**src/inc/cfa_pkg.sv**
```systemverilog
// Constants and frame type for the CAN acceptance filter
// Assumes: imported by the filter top, its FIFO and the bench modules
// What this block does
// - OR all center flags into one request
// - Enabled tx or rx success sets flag
// - Only software clears a request flag
// - Request needs global and CAN enables set
// - Error and status sources individually enabled
// - Compare only frames free of bit errors
// - Lowest ready center passing all tests wins
// - Compare 11 or 29 identifier bits
// - Mask enable compares only mask-one bits
// - Center 15 mask ANDed with global mask
// - Optional masked compare of media bytes
// - Load only when every enabled test passes
// - Format selects direction and 0-8 bytes
// - Center 15 is receive only
// - Reload transmitter from lowest transmit center
// - Unread and no overwrite: discard frame
// - Overwrite enabled: replace data, flag overwrite
// - Center 15 keeps second frame hidden
// - Clearing center 15 flags loads buffer
// - Third frame discarded or replaces buffer
// - Five mask sets provided
package cfa_pkg;
   localparam int NUM_CTR    = 15;
   localparam int C15_IDX    = 14;
   localparam int ID_W       = 29;
   localparam int STD_W      = 11;
   localparam int MEDIA_W    = 16;
   localparam int DATA_W     = 64;
   localparam int LEN_W      = 4;
   localparam int MAX_BYTES  = 8;
   localparam int FIFO_DEPTH = 8;
   localparam int CTR_W      = 4;
   localparam logic [ID_W-1:0] STD_CMP = 29'h1FFC0000;

   typedef struct packed {
      logic              ok;
      logic              ext;
      logic [ID_W-1:0]   id;
      logic [LEN_W-1:0]  len;
      logic [DATA_W-1:0] data;
   } cfa_frame_t;

   localparam int FRAME_W = $bits(cfa_frame_t);
endpackage

```
**src/inc/cfa_fifo_if.sv**
```systemverilog
// Ready/valid link between the filter and its frame FIFO
// Assumes: one producer view, one FIFO view
`timescale 1ns/1ps
interface cfa_fifo_if #(parameter int W = 8);
   logic         w_valid;
   logic         w_ready;
   logic [W-1:0] w_data;
   logic         r_valid;
   logic         r_ready;
   logic [W-1:0] r_data;
   modport src  (output w_valid, w_data, r_ready, input w_ready, r_valid, r_data);
   modport fifo (input w_valid, w_data, r_ready, output w_ready, r_valid, r_data);
endinterface

```
**src/cfa_fifo.sv**
```systemverilog
// Frame FIFO in front of the acceptance filter
// Assumes: DEPTH is a power of two, one clock
`timescale 1ns/1ps
module cfa_fifo
   import cfa_pkg::*;
#(
   parameter int W     = FRAME_W,
   parameter int DEPTH = FIFO_DEPTH
)(
   input  wire logic clk_i,
   input  wire logic rst_n_i,
   cfa_fifo_if.fifo  f
);
   localparam int AW = $clog2(DEPTH);

   typedef struct packed {
      logic [DEPTH-1:0][W-1:0] mem;
      logic [AW-1:0]           wp;
      logic [AW-1:0]           rp;
      logic [AW:0]             cnt;
      logic                    rdy;
   } cfa_fifo_st_t;

   cfa_fifo_st_t st_r;
   cfa_fifo_st_t st_nxt;
   logic         push;
   logic         pop;

   // ==========================================================
   // Next state
   always_comb
   begin
      st_nxt = st_r;
      push   = f.w_valid && st_r.rdy;
      pop    = (st_r.cnt != '0) && f.r_ready;
      if (push)
      begin
         st_nxt.mem[st_r.wp] = f.w_data;
         st_nxt.wp           = AW'(st_r.wp + 1'b1);
      end
      if (pop)
      begin
         st_nxt.rp = AW'(st_r.rp + 1'b1);
      end
      st_nxt.cnt = (AW+1)'(st_r.cnt + push - pop);
      st_nxt.rdy = st_nxt.cnt != (AW+1)'(DEPTH);
   end

   always_ff @(posedge clk_i or negedge rst_n_i)
   begin
      if (!rst_n_i)
      begin
         st_r     <= '0;
         st_r.rdy <= 1'b1;
      end
      else
      begin
         st_r <= st_nxt;
      end
   end

   assign f.w_ready = st_r.rdy;
   assign f.r_valid = st_r.cnt != '0;
   assign f.r_data  = st_r.mem[st_r.rp];
endmodule

```
**src/cfa_filter.sv**
```systemverilog
// Acceptance filter, message center storage and CAN request logic
// Assumes: frames from the protocol engine on MCLK_I, config from
// processor registers as plain ports, clears as one-cycle pulses
`timescale 1ns/1ps
module cfa_filter
   import cfa_pkg::*;
#(
   parameter int FDEPTH = FIFO_DEPTH
)(
   input  wire logic                            MCLK_I,
   input  wire logic                            RESETN_I,
   input  wire logic                            FRM_VALID_I,
   input  wire logic                            FRM_OK_I,
   input  wire logic                            FRM_EXT_I,
   input  wire logic [ID_W-1:0]                 FRM_ID_I,
   input  wire logic [LEN_W-1:0]                FRM_LEN_I,
   input  wire logic [DATA_W-1:0]               FRM_DATA_I,
   output logic                                 FRM_READY_O,
   input  wire logic                            FILTER_HOLD_I,
   input  wire logic [STD_W-1:0]                STD_MASK_I,
   input  wire logic [ID_W-1:0]                 EXT_MASK_I,
   input  wire logic [MEDIA_W-1:0]              MEDIA_MASK_I,
   input  wire logic [MEDIA_W-1:0]              MEDIA_ARB_I,
   input  wire logic [STD_W-1:0]                C15_STD_MASK_I,
   input  wire logic [ID_W-1:0]                 C15_EXT_MASK_I,
   input  wire logic [NUM_CTR-1:0]              CENTER_READY_I,
   input  wire logic [NUM_CTR-1:0]              CENTER_TX_I,
   input  wire logic [NUM_CTR-1:0]              EXTENDED_FORMAT_SELECT_I,
   input  wire logic [NUM_CTR-1:0]              ID_MASK_ENABLE_I,
   input  wire logic [NUM_CTR-1:0]              MEDIA_MATCH_ENABLE_I,
   input  wire logic [NUM_CTR-1:0]              OVERWRITE_ENABLE_I,
   input  wire logic [NUM_CTR-1:0]              TX_IRQ_ENABLE_I,
   input  wire logic [NUM_CTR-1:0]              RX_IRQ_ENABLE_I,
   input  wire logic [NUM_CTR-1:0][ID_W-1:0]    CENTER_ARB_I,
   input  wire logic [NUM_CTR-1:0][LEN_W-1:0]   CENTER_LEN_I,
   input  wire logic [NUM_CTR-1:0]              CLR_REQUEST_I,
   input  wire logic [NUM_CTR-1:0]              CLR_DATA_UPDATED_I,
   input  wire logic [NUM_CTR-1:0]              CLR_OVERWRITE_I,
   input  wire logic                            CLR_EXTRA_REQUEST_I,
   input  wire logic                            TX_DONE_I,
   input  wire logic [CTR_W-1:0]                TX_DONE_CTR_I,
   input  wire logic                            TX_RELOAD_I,
   input  wire logic                            ERR_EVENT_I,
   input  wire logic                            STAT_EVENT_I,
   input  wire logic                            ERROR_IRQ_ENABLE_I,
   input  wire logic                            STATUS_IRQ_ENABLE_I,
   input  wire logic                            GLOBAL_IRQ_ENABLE_I,
   input  wire logic                            CAN_IRQ_ENABLE_I,
   output logic                                 CAN_IRQ_O,
   output logic                                 ACCEPT_VALID_O,
   output logic [CTR_W-1:0]                     ACCEPT_CTR_O,
   output logic [NUM_CTR-1:0]                   CENTER_REQUEST_FLAG_O,
   output logic [NUM_CTR-1:0]                   DATA_UPDATED_FLAG_O,
   output logic [NUM_CTR-1:0]                   RX_OVERWRITE_FLAG_O,
   output logic                                 EXTRA_REQUEST_FLAG_O,
   output logic [NUM_CTR-1:0][DATA_W-1:0]       CENTER_DATA_O,
   output logic                                 TX_SEL_VALID_O,
   output logic [CTR_W-1:0]                     TX_SEL_CTR_O
);
   typedef struct packed {
      logic [NUM_CTR-1:0][DATA_W-1:0] data;
      logic [DATA_W-1:0]              buf_data;
      logic                           buf_v;
      logic [NUM_CTR-1:0]             req;
      logic [NUM_CTR-1:0]             data_updated_flag;
      logic [NUM_CTR-1:0]             row;
      logic                           extra_request_flag;
      logic                           irq;
      logic                           acc_v;
      logic [CTR_W-1:0]               acc_ctr;
      logic                           tx_v;
      logic [CTR_W-1:0]               tx_ctr;
   } cfa_state_t;

   cfa_state_t         st_r;
   cfa_state_t         st_nxt;
   cfa_frame_t         hd;
   cfa_frame_t         in_frm;
   logic [NUM_CTR-1:0] hit;
   logic [CTR_W-1:0]   win;
   logic               found;
   logic               pop;
   logic               c15_move;

   // ==========================================================
   // Frame FIFO
   cfa_fifo_if #(.W(FRAME_W)) ff ();

   assign in_frm.ok   = FRM_OK_I;
   assign in_frm.ext  = FRM_EXT_I;
   assign in_frm.id   = FRM_ID_I;
   assign in_frm.len  = FRM_LEN_I;
   assign in_frm.data = FRM_DATA_I;
   assign ff.w_valid  = FRM_VALID_I;
   assign ff.w_data   = in_frm;
   assign ff.r_ready  = !FILTER_HOLD_I;
   assign hd          = cfa_frame_t'(ff.r_data);
   assign pop         = ff.r_valid && ff.r_ready;

   cfa_fifo #(
      .W     (FRAME_W),
      .DEPTH (FDEPTH)
   ) u_fifo (
      .clk_i   (MCLK_I),
      .rst_n_i (RESETN_I),
      .f       (ff.fifo)
   );

   // ==========================================================
   // Per-center identifier and media tests
   for (genvar i = 0; i < NUM_CTR; i++)
   begin : g_ctr
      logic [ID_W-1:0] cmp;
      logic [ID_W-1:0] gm;
      logic [ID_W-1:0] msk;
      logic            id_ok;
      logic            md_ok;
      logic            rx_mode;
      assign cmp = EXTENDED_FORMAT_SELECT_I[i] ? {ID_W{1'b1}} : STD_CMP;
      assign gm  = EXTENDED_FORMAT_SELECT_I[i] ? EXT_MASK_I
                                               : {STD_MASK_I, {(ID_W-STD_W){1'b0}}};
      if (i == C15_IDX)
      begin : g_c15
         assign msk = gm & (EXTENDED_FORMAT_SELECT_I[i] ? C15_EXT_MASK_I
                          : {C15_STD_MASK_I, {(ID_W-STD_W){1'b0}}});
         assign rx_mode = 1'b1;
      end
      else
      begin : g_std
         assign msk = gm;
         assign rx_mode = !CENTER_TX_I[i];
      end
      assign id_ok = (hd.ext == EXTENDED_FORMAT_SELECT_I[i]) &&
                     (((hd.id ^ CENTER_ARB_I[i]) & cmp &
                       (ID_MASK_ENABLE_I[i] ? msk : {ID_W{1'b1}})) == '0);
      assign md_ok = !MEDIA_MATCH_ENABLE_I[i] ||
                     (((hd.data[MEDIA_W-1:0] ^ MEDIA_ARB_I) & MEDIA_MASK_I) == '0);
      assign hit[i] = hd.ok && CENTER_READY_I[i] && rx_mode && id_ok && md_ok;
   end

   // Lowest numbered hit wins
   always_comb
   begin
      win   = '0;
      found = 1'b0;
      for (int k = NUM_CTR - 1; k >= 0; k--)
      begin
         if (hit[k])
         begin
            win   = CTR_W'(k);
            found = 1'b1;
         end
      end
   end

   // Keep only the configured number of data bytes
   function automatic logic [DATA_W-1:0] keep_len(logic [DATA_W-1:0] d,
                                                 logic [LEN_W-1:0]  n);
      logic [DATA_W-1:0] m;
      m = '0;
      for (int b = 0; b < MAX_BYTES; b++)
      begin
         if (b < int'(n))
         begin
            m[b*8 +: 8] = 8'hFF;
         end
      end
      return d & m;
   endfunction

   assign c15_move = st_r.buf_v && !st_r.data_updated_flag[C15_IDX] && !st_r.req[C15_IDX] &&
                     !st_r.extra_request_flag;

   // ==========================================================
   // Next state
   always_comb
   begin
      st_nxt = st_r;
      // Software clears; hardware sets below win
      st_nxt.req   = st_r.req & ~CLR_REQUEST_I;
      st_nxt.data_updated_flag  = st_r.data_updated_flag & ~CLR_DATA_UPDATED_I;
      st_nxt.row   = st_r.row & ~CLR_OVERWRITE_I;
      st_nxt.extra_request_flag = st_r.extra_request_flag & ~CLR_EXTRA_REQUEST_I;
      // Hidden buffer to visible center 15
      if (c15_move)
      begin
         st_nxt.data[C15_IDX] = st_r.buf_data;
         st_nxt.data_updated_flag[C15_IDX] = 1'b1;
         st_nxt.req[C15_IDX]  = st_nxt.req[C15_IDX] | RX_IRQ_ENABLE_I[C15_IDX];
         st_nxt.buf_v         = 1'b0;
      end
      // Transmit completion
      if (TX_DONE_I && TX_DONE_CTR_I != '0 && TX_DONE_CTR_I <= CTR_W'(C15_IDX))
      begin
         if (TX_IRQ_ENABLE_I[TX_DONE_CTR_I - 1'b1])
         begin
            st_nxt.req[TX_DONE_CTR_I - 1'b1] = 1'b1;
         end
      end
      // Received frame disposition
      st_nxt.acc_v   = pop && found;
      st_nxt.acc_ctr = CTR_W'(win + 1'b1);
      if (pop && found)
      begin
         if (win == CTR_W'(C15_IDX))
         begin
            if (!st_nxt.data_updated_flag[C15_IDX] && !st_nxt.buf_v)
            begin
               st_nxt.data[C15_IDX] = keep_len(hd.data, CENTER_LEN_I[C15_IDX]);
               st_nxt.data_updated_flag[C15_IDX] = 1'b1;
               st_nxt.req[C15_IDX]  = st_nxt.req[C15_IDX] | RX_IRQ_ENABLE_I[C15_IDX];
            end
            else if (!st_nxt.buf_v)
            begin
               st_nxt.buf_data = keep_len(hd.data, CENTER_LEN_I[C15_IDX]);
               st_nxt.buf_v    = 1'b1;
               st_nxt.extra_request_flag    = 1'b1;
            end
            else if (OVERWRITE_ENABLE_I[C15_IDX])
            begin
               st_nxt.buf_data = keep_len(hd.data, CENTER_LEN_I[C15_IDX]);
               st_nxt.extra_request_flag    = 1'b1;
            end
         end
         else if (!st_nxt.data_updated_flag[win] || OVERWRITE_ENABLE_I[win])
         begin
            st_nxt.data[win] = keep_len(hd.data, CENTER_LEN_I[win]);
            st_nxt.row[win]  = st_nxt.row[win] | st_nxt.data_updated_flag[win];
            st_nxt.data_updated_flag[win] = 1'b1;
            st_nxt.req[win]  = st_nxt.req[win] | RX_IRQ_ENABLE_I[win];
         end
      end
      // Transmitter reload after lost arbitration or error
      if (TX_RELOAD_I)
      begin
         st_nxt.tx_v = 1'b0;
         for (int k = C15_IDX - 1; k >= 0; k--)
         begin
            if (CENTER_READY_I[k] && CENTER_TX_I[k])
            begin
               st_nxt.tx_v   = 1'b1;
               st_nxt.tx_ctr = CTR_W'(k + 1);
            end
         end
      end
      // Single CAN request
      st_nxt.irq = GLOBAL_IRQ_ENABLE_I && CAN_IRQ_ENABLE_I &&
                   ((|st_r.req) ||
                    (ERR_EVENT_I && ERROR_IRQ_ENABLE_I) ||
                    (STAT_EVENT_I && STATUS_IRQ_ENABLE_I));
   end

   always_ff @(posedge MCLK_I or negedge RESETN_I)
   begin
      if (!RESETN_I)
      begin
         st_r <= '0;
      end
      else
      begin
         st_r <= st_nxt;
      end
   end

   // ==========================================================
   // Outputs
   assign FRM_READY_O           = ff.w_ready;
   assign CAN_IRQ_O             = st_r.irq;
   assign ACCEPT_VALID_O        = st_r.acc_v;
   assign ACCEPT_CTR_O          = st_r.acc_ctr;
   assign CENTER_REQUEST_FLAG_O = st_r.req;
   assign DATA_UPDATED_FLAG_O   = st_r.data_updated_flag;
   assign RX_OVERWRITE_FLAG_O   = st_r.row;
   assign EXTRA_REQUEST_FLAG_O  = st_r.extra_request_flag;
   assign CENTER_DATA_O         = st_r.data;
   assign TX_SEL_VALID_O        = st_r.tx_v;
   assign TX_SEL_CTR_O          = st_r.tx_ctr;
endmodule

```
**config.mk**
```make
export PLATFORM = sky130hd
export DESIGN_NAME = cfa_filter
export DESIGN_NICKNAME = d
export VERILOG_FILES = /design/src/inc/cfa_pkg.sv /design/src/inc/cfa_fifo_if.sv /design/src/cfa_fifo.sv /design/src/cfa_filter.sv
export SDC_FILE = /design/constraint.sdc
export NUM_CORES = 2
export LEC_CHECK = 0
export ABC_AREA = 1
export BUFFER_PORTS_ARGS = -buffer_cell sky130_fd_sc_hd__buf_2
export CAP_MARGIN = 0
export CORE_AREA = 2 2 748 750
export CTS_CLUSTER_SIZE = 28
export DETAILED_ROUTE_END_ITERATION = 12
export DIE_AREA = 0 0 750 752
export PLACE_DENSITY = 0.43
export SLEW_MARGIN = 20
export SYNTH_ARGS = -nofsm -noshare
export SYNTH_HDL_FRONTEND = slang
export SYNTH_HIERARCHICAL = 1
export SYNTH_SLANG_ARGS = --single-unit
```
**constraint.sdc**
```tcl
create_clock -name MCLK_I -period 9.5 [get_ports MCLK_I]
set_clock_uncertainty 0.1 [all_clocks]
set_input_delay 1.425 -clock MCLK_I [delete_from_list [all_inputs] [get_ports MCLK_I]]
set_output_delay 1.425 -clock MCLK_I [all_outputs]
set_load 0.01 [all_outputs]
```
; Word level (Yosys, flattened, before mapping)
; Cells that the tools add are included.
[word_totals]
register_bits = 1885
latchBits = 0
ram_bits = 0
romBits = 0
inputBits = 888
out_inout_bits = 1018
elab_cells = 614
n_memories = 0
[classes]
add_sub_neg = 6
multipliers = 0
n_div = 0
n_lt_le_gt_ge = 24
eq_ne = 18
shifts = 0
muxes = 279
n_bitwise = 68
reduce_logical = 181
[ops]
columns = operator, n
row1 = $mux 8, 136
row2 = $mux 1071, 1
row3 = $bwmux 960, 1
row4 = $mux 960, 1
row5 = $mux 29, 32
row6 = $and 29x29->29, 31
row7 = $mux 896, 1
row8 = $bwmux 792, 1
row9 = $logic_not 29->1, 15
row10 = $xor 29x29->29, 15
row11 = $mux 64, 6
row12 = $bmux 99 s3, 1
row13 = $demux 99 s3, 1
row14 = $mux 18, 15
row15 = $and 64x64->64, 4
row16 = $demux 64 s4, 1
row17 = $mux 99, 2
row18 = $mux 65, 2
row19 = $logic_and 1x1->1, 104
row20 = $mux 5, 14
row21 = $mux 4, 16
row22 = $and 15x15->15, 3
row23 = $mux 45, 1
row24 = $not 15->15, 3
row25 = 40 further kinds, 169

; Depth between registers and ports, before layout
[logic_depth]
depth_word = 36
ltp_mapped = 50

; Cells and area by module
; Netlist, hierarchy kept.
[modules_own_cells]
columns = module, n_inst, cells_per_inst, area_each_um2
row1 = cfa_filter, 1, 8370, 63703.6
row2 = cfa_fifo, 1, 5345, 39162.6

; Worst setup path after synthesis
; Ideal clock, no wire load.
[synth_timing]
path_type = input-to-reg
from = in EXTENDED_FORMAT_SELECT_I[11]
to = reg st_r (netlist bit CENTER_DATA_O[101])
arrival_ps = 5008
setup_slack_ps = 4326
cell_stages = 34
cell_sequence = buf_2 > buf_2 > a21oi_1 > o21ai_1 > a21oi_1 > nand3_1 > nor2_1 > nand3_1 > nand2_1 > nand2_1 > nand2_1 > nand2_1 > nand2_1 > nand2_1 > nand2_1 > nand2_1 > nand2_1 > nand2_2 > nand2_2 > nand2_2 > buf_6 > buf_8 > buf_4 > buf_2 > ha_1 > nand2_1 > nand2_1 > nor2_1 > nand3_1 > buf_2 > clkinv_1 > clkbuf_1 > nand3_1 > nand2_1
[synth_via]
elab_chain_cells = 28
[synth_lines]
columns = element, line_no
row1 = from (decl), cfa_filter.sv:28  ; input wire logic [NUM_CTR-1:0] EXTENDED_FORMAT_SELECT_I,
row2 = $mux 18 / $mux 29 (equally long branches), "cfa_filter.sv:119, cfa_filter.sv:120"
row3 = $and 29x29->29 / $mux 29 (equally long branches), "cfa_filter.sv:134, cfa_filter.sv:135"
row4 = $and 29x29->29, cfa_filter.sv:134  ; (((hd.id ^ CENTER_ARB_I[i]) & cmp &
row5 = $logic_not 29->1, cfa_filter.sv:134
row6 = $logic_and 1x1->1 *, cfa_filter.sv:133  ; assign id_ok = (hd.ext == EXTENDED_FORMAT_SELECT_I[i]) &&
row7 = $logic_and 1x1->1 * (2 in a row), cfa_filter.sv:138  ; assign hit[i] = hd.ok && CENTER_READY_I[i] && rx_mode && id_ok && md_ok;
row8 = $mux 4 (12 in a row), cfa_filter.sv:148  ; if (hit[k])
row9 = $bmux 4 s4, cfa_filter.sv:227  ; st_nxt.data[win] = keep_len(hd.data, CENTER_LEN_I[win]);
row10 = $mux 4 (not written as such), cfa_filter.sv:227
row11 = $lt 3x4->1, cfa_filter.sv:163  ; if (b < int'(n))
row12 = $mux 8, cfa_filter.sv:163
row13 = $mux 8, cfa_filter.sv:225  ; else if (!st_nxt.data_updated_flag[win] || OVERWRITE_ENABLE_I[win])
row14 = $mux 8, cfa_filter.sv:205  ; if (win == CTR_W'(C15_IDX))
row15 = $mux 8, cfa_filter.sv:203  ; if (pop && found)
row16 = $and 64x64->64, cfa_filter.sv:168  ; return d & m;
row17 = $bwmux 960, cfa_filter.sv:227
row18 = to (signal assigned), cfa_filter.sv:261  ; st_r <= st_nxt;
row19 = to (decl), cfa_filter.sv:75  ; cfa_state_t st_r;
; Mark *: on every way between the ends. The rest lies on a longest branch, timed or not. The select of a mux whose other input is x is not followed.
; A chain may end at the register's enable or synchronous reset.

; Final worst setup path
[layout_timing]
from = reg u_fifo/st_r[5] in the netlist's numbering
to = reg st_r (netlist bit CENTER_DATA_O[47])
[layout_via]
elab_chain_cells = 33
[layout_lines]
columns = element, line_no
row1 = from (decl), cfa_fifo.sv:24  ; cfa_fifo_st_t st_r;
row2 = from (signal assigned), cfa_fifo.sv:58  ; st_r <= st_nxt;
row3 = $bmux 99 s3 *, cfa_fifo.sv:64  ; assign f.r_data = st_r.mem[st_r.rp];
row4 = $mux 99 (not written as such) *, cfa_fifo.sv:64
row5 = named net ff.r_data[83], cfa_fifo_if.sv:10  ; logic [W-1:0] r_data;
row6 = $xor 29x29->29, cfa_filter.sv:134
row7 = $and 29x29->29 (2 in a row), cfa_filter.sv:134
row8 = $logic_not 29->1, cfa_filter.sv:134
row9 = $logic_and 1x1->1, cfa_filter.sv:133
row10 = $logic_and 1x1->1 (2 in a row), cfa_filter.sv:138
row11 = [16 not listed], -
row12 = $mux 4 (not written as such), cfa_filter.sv:227
row13 = $lt 3x4->1, cfa_filter.sv:163
row14 = $mux 8, cfa_filter.sv:163
row15 = $mux 8, cfa_filter.sv:225
row16 = $mux 8, cfa_filter.sv:205
row17 = $mux 8, cfa_filter.sv:203
row18 = $and 64x64->64, cfa_filter.sv:168
row19 = $bwmux 960, cfa_filter.sv:227
; The timed path passes the listed nets; every way through them passes the cells marked *. The select of a mux whose other input is x is not followed.

==> reports/qor.yml <==
outcome:
  outcome: "finished clean"
timing:
  max_freq_mhz: 111
  rsz0062_at_grt: "no"
  finalCritPeriodShare: 0.948
  hold_viol: 0
  fin_crit_ns: 9.01
  slew_viol_final: 0
  worst_pin_slew_ns: 1.23
  setup_viol: 0
  slew_headroom: 0.181
  timing.setup.tns_ns: 0
floorplanning:
  rows: 274
  ioPinCount: 1906
  initial_utilization: 0.182
  die_height_um: 752
  core_sq_mm: 0.556
  die-area_sq_mm: 0.564
  dieWidth_um: 750
global_routing:
  overflow: 0
  track_usage: 0.198
  grt_pass1_wl_um: 773000
  grt_max_degree: 157
  grt_pass1_vias: 85300
  antenna_found_initial: 278
pwr:
  pwr-share-clk: 0.233
  power.net_switching_w: 0.0190
  seqPwrFrac: 0.272
  power_density_mw_per_mm2: 321
  p_int_w: 0.0195
  p_comb_frac: 0.496
  max-vdd-ir-drop_mv: 0.288
  swShare: 0.495
  power.leakage_nw: 63.9
clock_tree:
  cts_buffers: 230
  postCtsHoldBufs: 0
  ctsHtreeMaxLevel: 4
  clk_pin_slew_ns: 0.06
  postCtsSetupBuffers: 0
  clock_sinks: 1853
  clock_path_buffers: 4
  root_buffer: "clkbuf_16"
  cts-resized-gates: 0
  clock_latency_ns: 1.01
  cts_tree: "yes"
route:
  met1_length_um: 261000
  drtPass1Iterations: 6
  antenna_left: 0
  highest_layer: "met5"
  vias_per_cell: 4.30
  wl_um: 584000
  met3WireLength_um: 54000
  vias: 93700
  wl_per_cell_um: 26.8
  met2_length_um: 244000
  first_iter_violations: 11400
  route.detailed.drc: 0
critical_path:
  cpMostUsedCell: "nand2_1"
  r2r_slack_ns: 0.49
  arrival_ns: 9.72
  rr_worst_depth: 37
  crit_family: "simple AND/OR/NAND/NOR gates"
  r2r-start: "u_fifo/st_r[5]"
  crit_path_max_incr_delay_ns: 0.88
  worstSetupStartpointType: "flip-flop"
  end_kind: "flip-flop"
  crit_buf_inv: 6
  r2r_end: "CENTER_DATA_O[47]"
  crit_required_ns: 10.21
  critPathLaunch: "u_fifo/st_r[5]"
  crit_type: "reg2reg"
  cp_slowest_cell: "nor2_4"
  crit_fanout: 58
cells_and_area:
  instances_no_fill: 21800
  final_area_sq_mm: 0.120
  layout-drive-gt1-share: 0.192
  nets: 15000
  mostFrequentLayoutCells: "nand2_1 (4680), buf_2 (1899), dfrtp_1 (1849)"
  area_delta_synth_final_pct: 18.3
  layout_commonest_cell: "nand2_1"
synthesis:
  synth_warnings: 6
  syn-cell-area_sq_mm: 0.101
  syn_inst: 13500
  syn_nets: 14400
  syn_area_per_cell_sq_um: 7.50
place:
  gp_congestion: 0.956
  place_area_sq_mm: 0.112
  dpl.hpwl_um: 438000
  portBuffers: 1900
  placed_cells: 21300
min_path:
  min_from: "CENTER_DATA_O[121]"
  hold_depth: 2
  min_to: "CENTER_DATA_O[121]"
  hold_class: "reg2reg"
flow_run:
  drv_cap: 0
-- sequential cells by signal (all words and copies together), names as in the netlist --
signal                 flops
EXTRA_REQUEST_FLAG_O       1
RX_OVERWRITE_FLAG_O       15
CAN_IRQ_O                  1
ACCEPT_CTR_O               4
TX_SEL_CTR_O               4
st_r                      65
TX_SEL_VALID_O             1
u_fifo/st_r              770
ACCEPT_VALID_O             1
CENTER_DATA_O            960
CENTER_REQUEST_FLAG_O     15
u_fifo/f.w_ready           1
DATA_UPDATED_FLAG_O       15
-- stage by stage --
step                total power (W)  hold slack (ns)   util  setup WS (ns)
floorplan                    0.0202            0.350      -           4.33
global placement             0.0295            0.358  0.201          0.475
detailed placement           0.0295            0.360  0.201          0.612
CTS                          0.0387            0.343  0.215          0.513
global route                 0.0407            0.390  0.215         0.0441
finish                       0.0385            0.372  0.216          0.493
-- metal layers --
| layer | GRT usage | vias up |
|---|---|---|
| li1 | - | 42500 |
| met1 | 0.276 | 45600 |
| met2 | 0.290 | 4428 |
| met3 | 0.0545 | 978 |
| met4 | 0.0722 | 142 |
| met5 | 0 | - |
-- final cells by class --
| cell class | instances | area (sq um) |
|---|---|---|
| Multi-Input combinational cell | 8537 | 39100 |
| Tap cell | 7452 | 9320 |
| Inverter | 1240 | 4680 |
| Clock buffer | 364 | 6870 |
| Fill cell | 63100 | 436000 |
| Antenna cell | 113 | 283 |
| Sequential cell | 1853 | 46400 |
| Timing Repair Buffer | 2189 | 12500 |
| Clock inverter | 61 | 758 |
-- power by group through the flow --
stage	logic (W)	registers, W	clock network (W)
after floorplan	0.00988	0.0103	0
after global placement	0.0189	0.0105	0
after detailed placement	0.0189	0.0106	0
after CTS	0.0190	0.0105	0.00921
after global routing	0.0205	0.0107	0.00951
final	0.0191	0.0105	0.00895
-- worst register-to-register path: cells and delay by family (launching register included) --
kind                   cells  cell delay (ns)
AO/OA/AOI/OAI              2             0.56
buffers and inverters      6             2.15
flip-flops                 1             0.70
AND/OR/NAND/NOR           29             5.41
-- worst max path at each step --
stage	end	cells after the start	slack [ns]
after floorplan	CENTER_DATA_O[101]	34	4.33
after global placement	CENTER_REQUEST_FLAG_O[5]	34	0.47
after detailed placement	CENTER_DATA_O[151]	32	0.61
after CTS	CENTER_DATA_O[87]	29	0.51
after global routing	CENTER_DATA_O[47]	37	0.04
final	CENTER_DATA_O[47]	37	0.49
(Power assumes the default switching activity.)
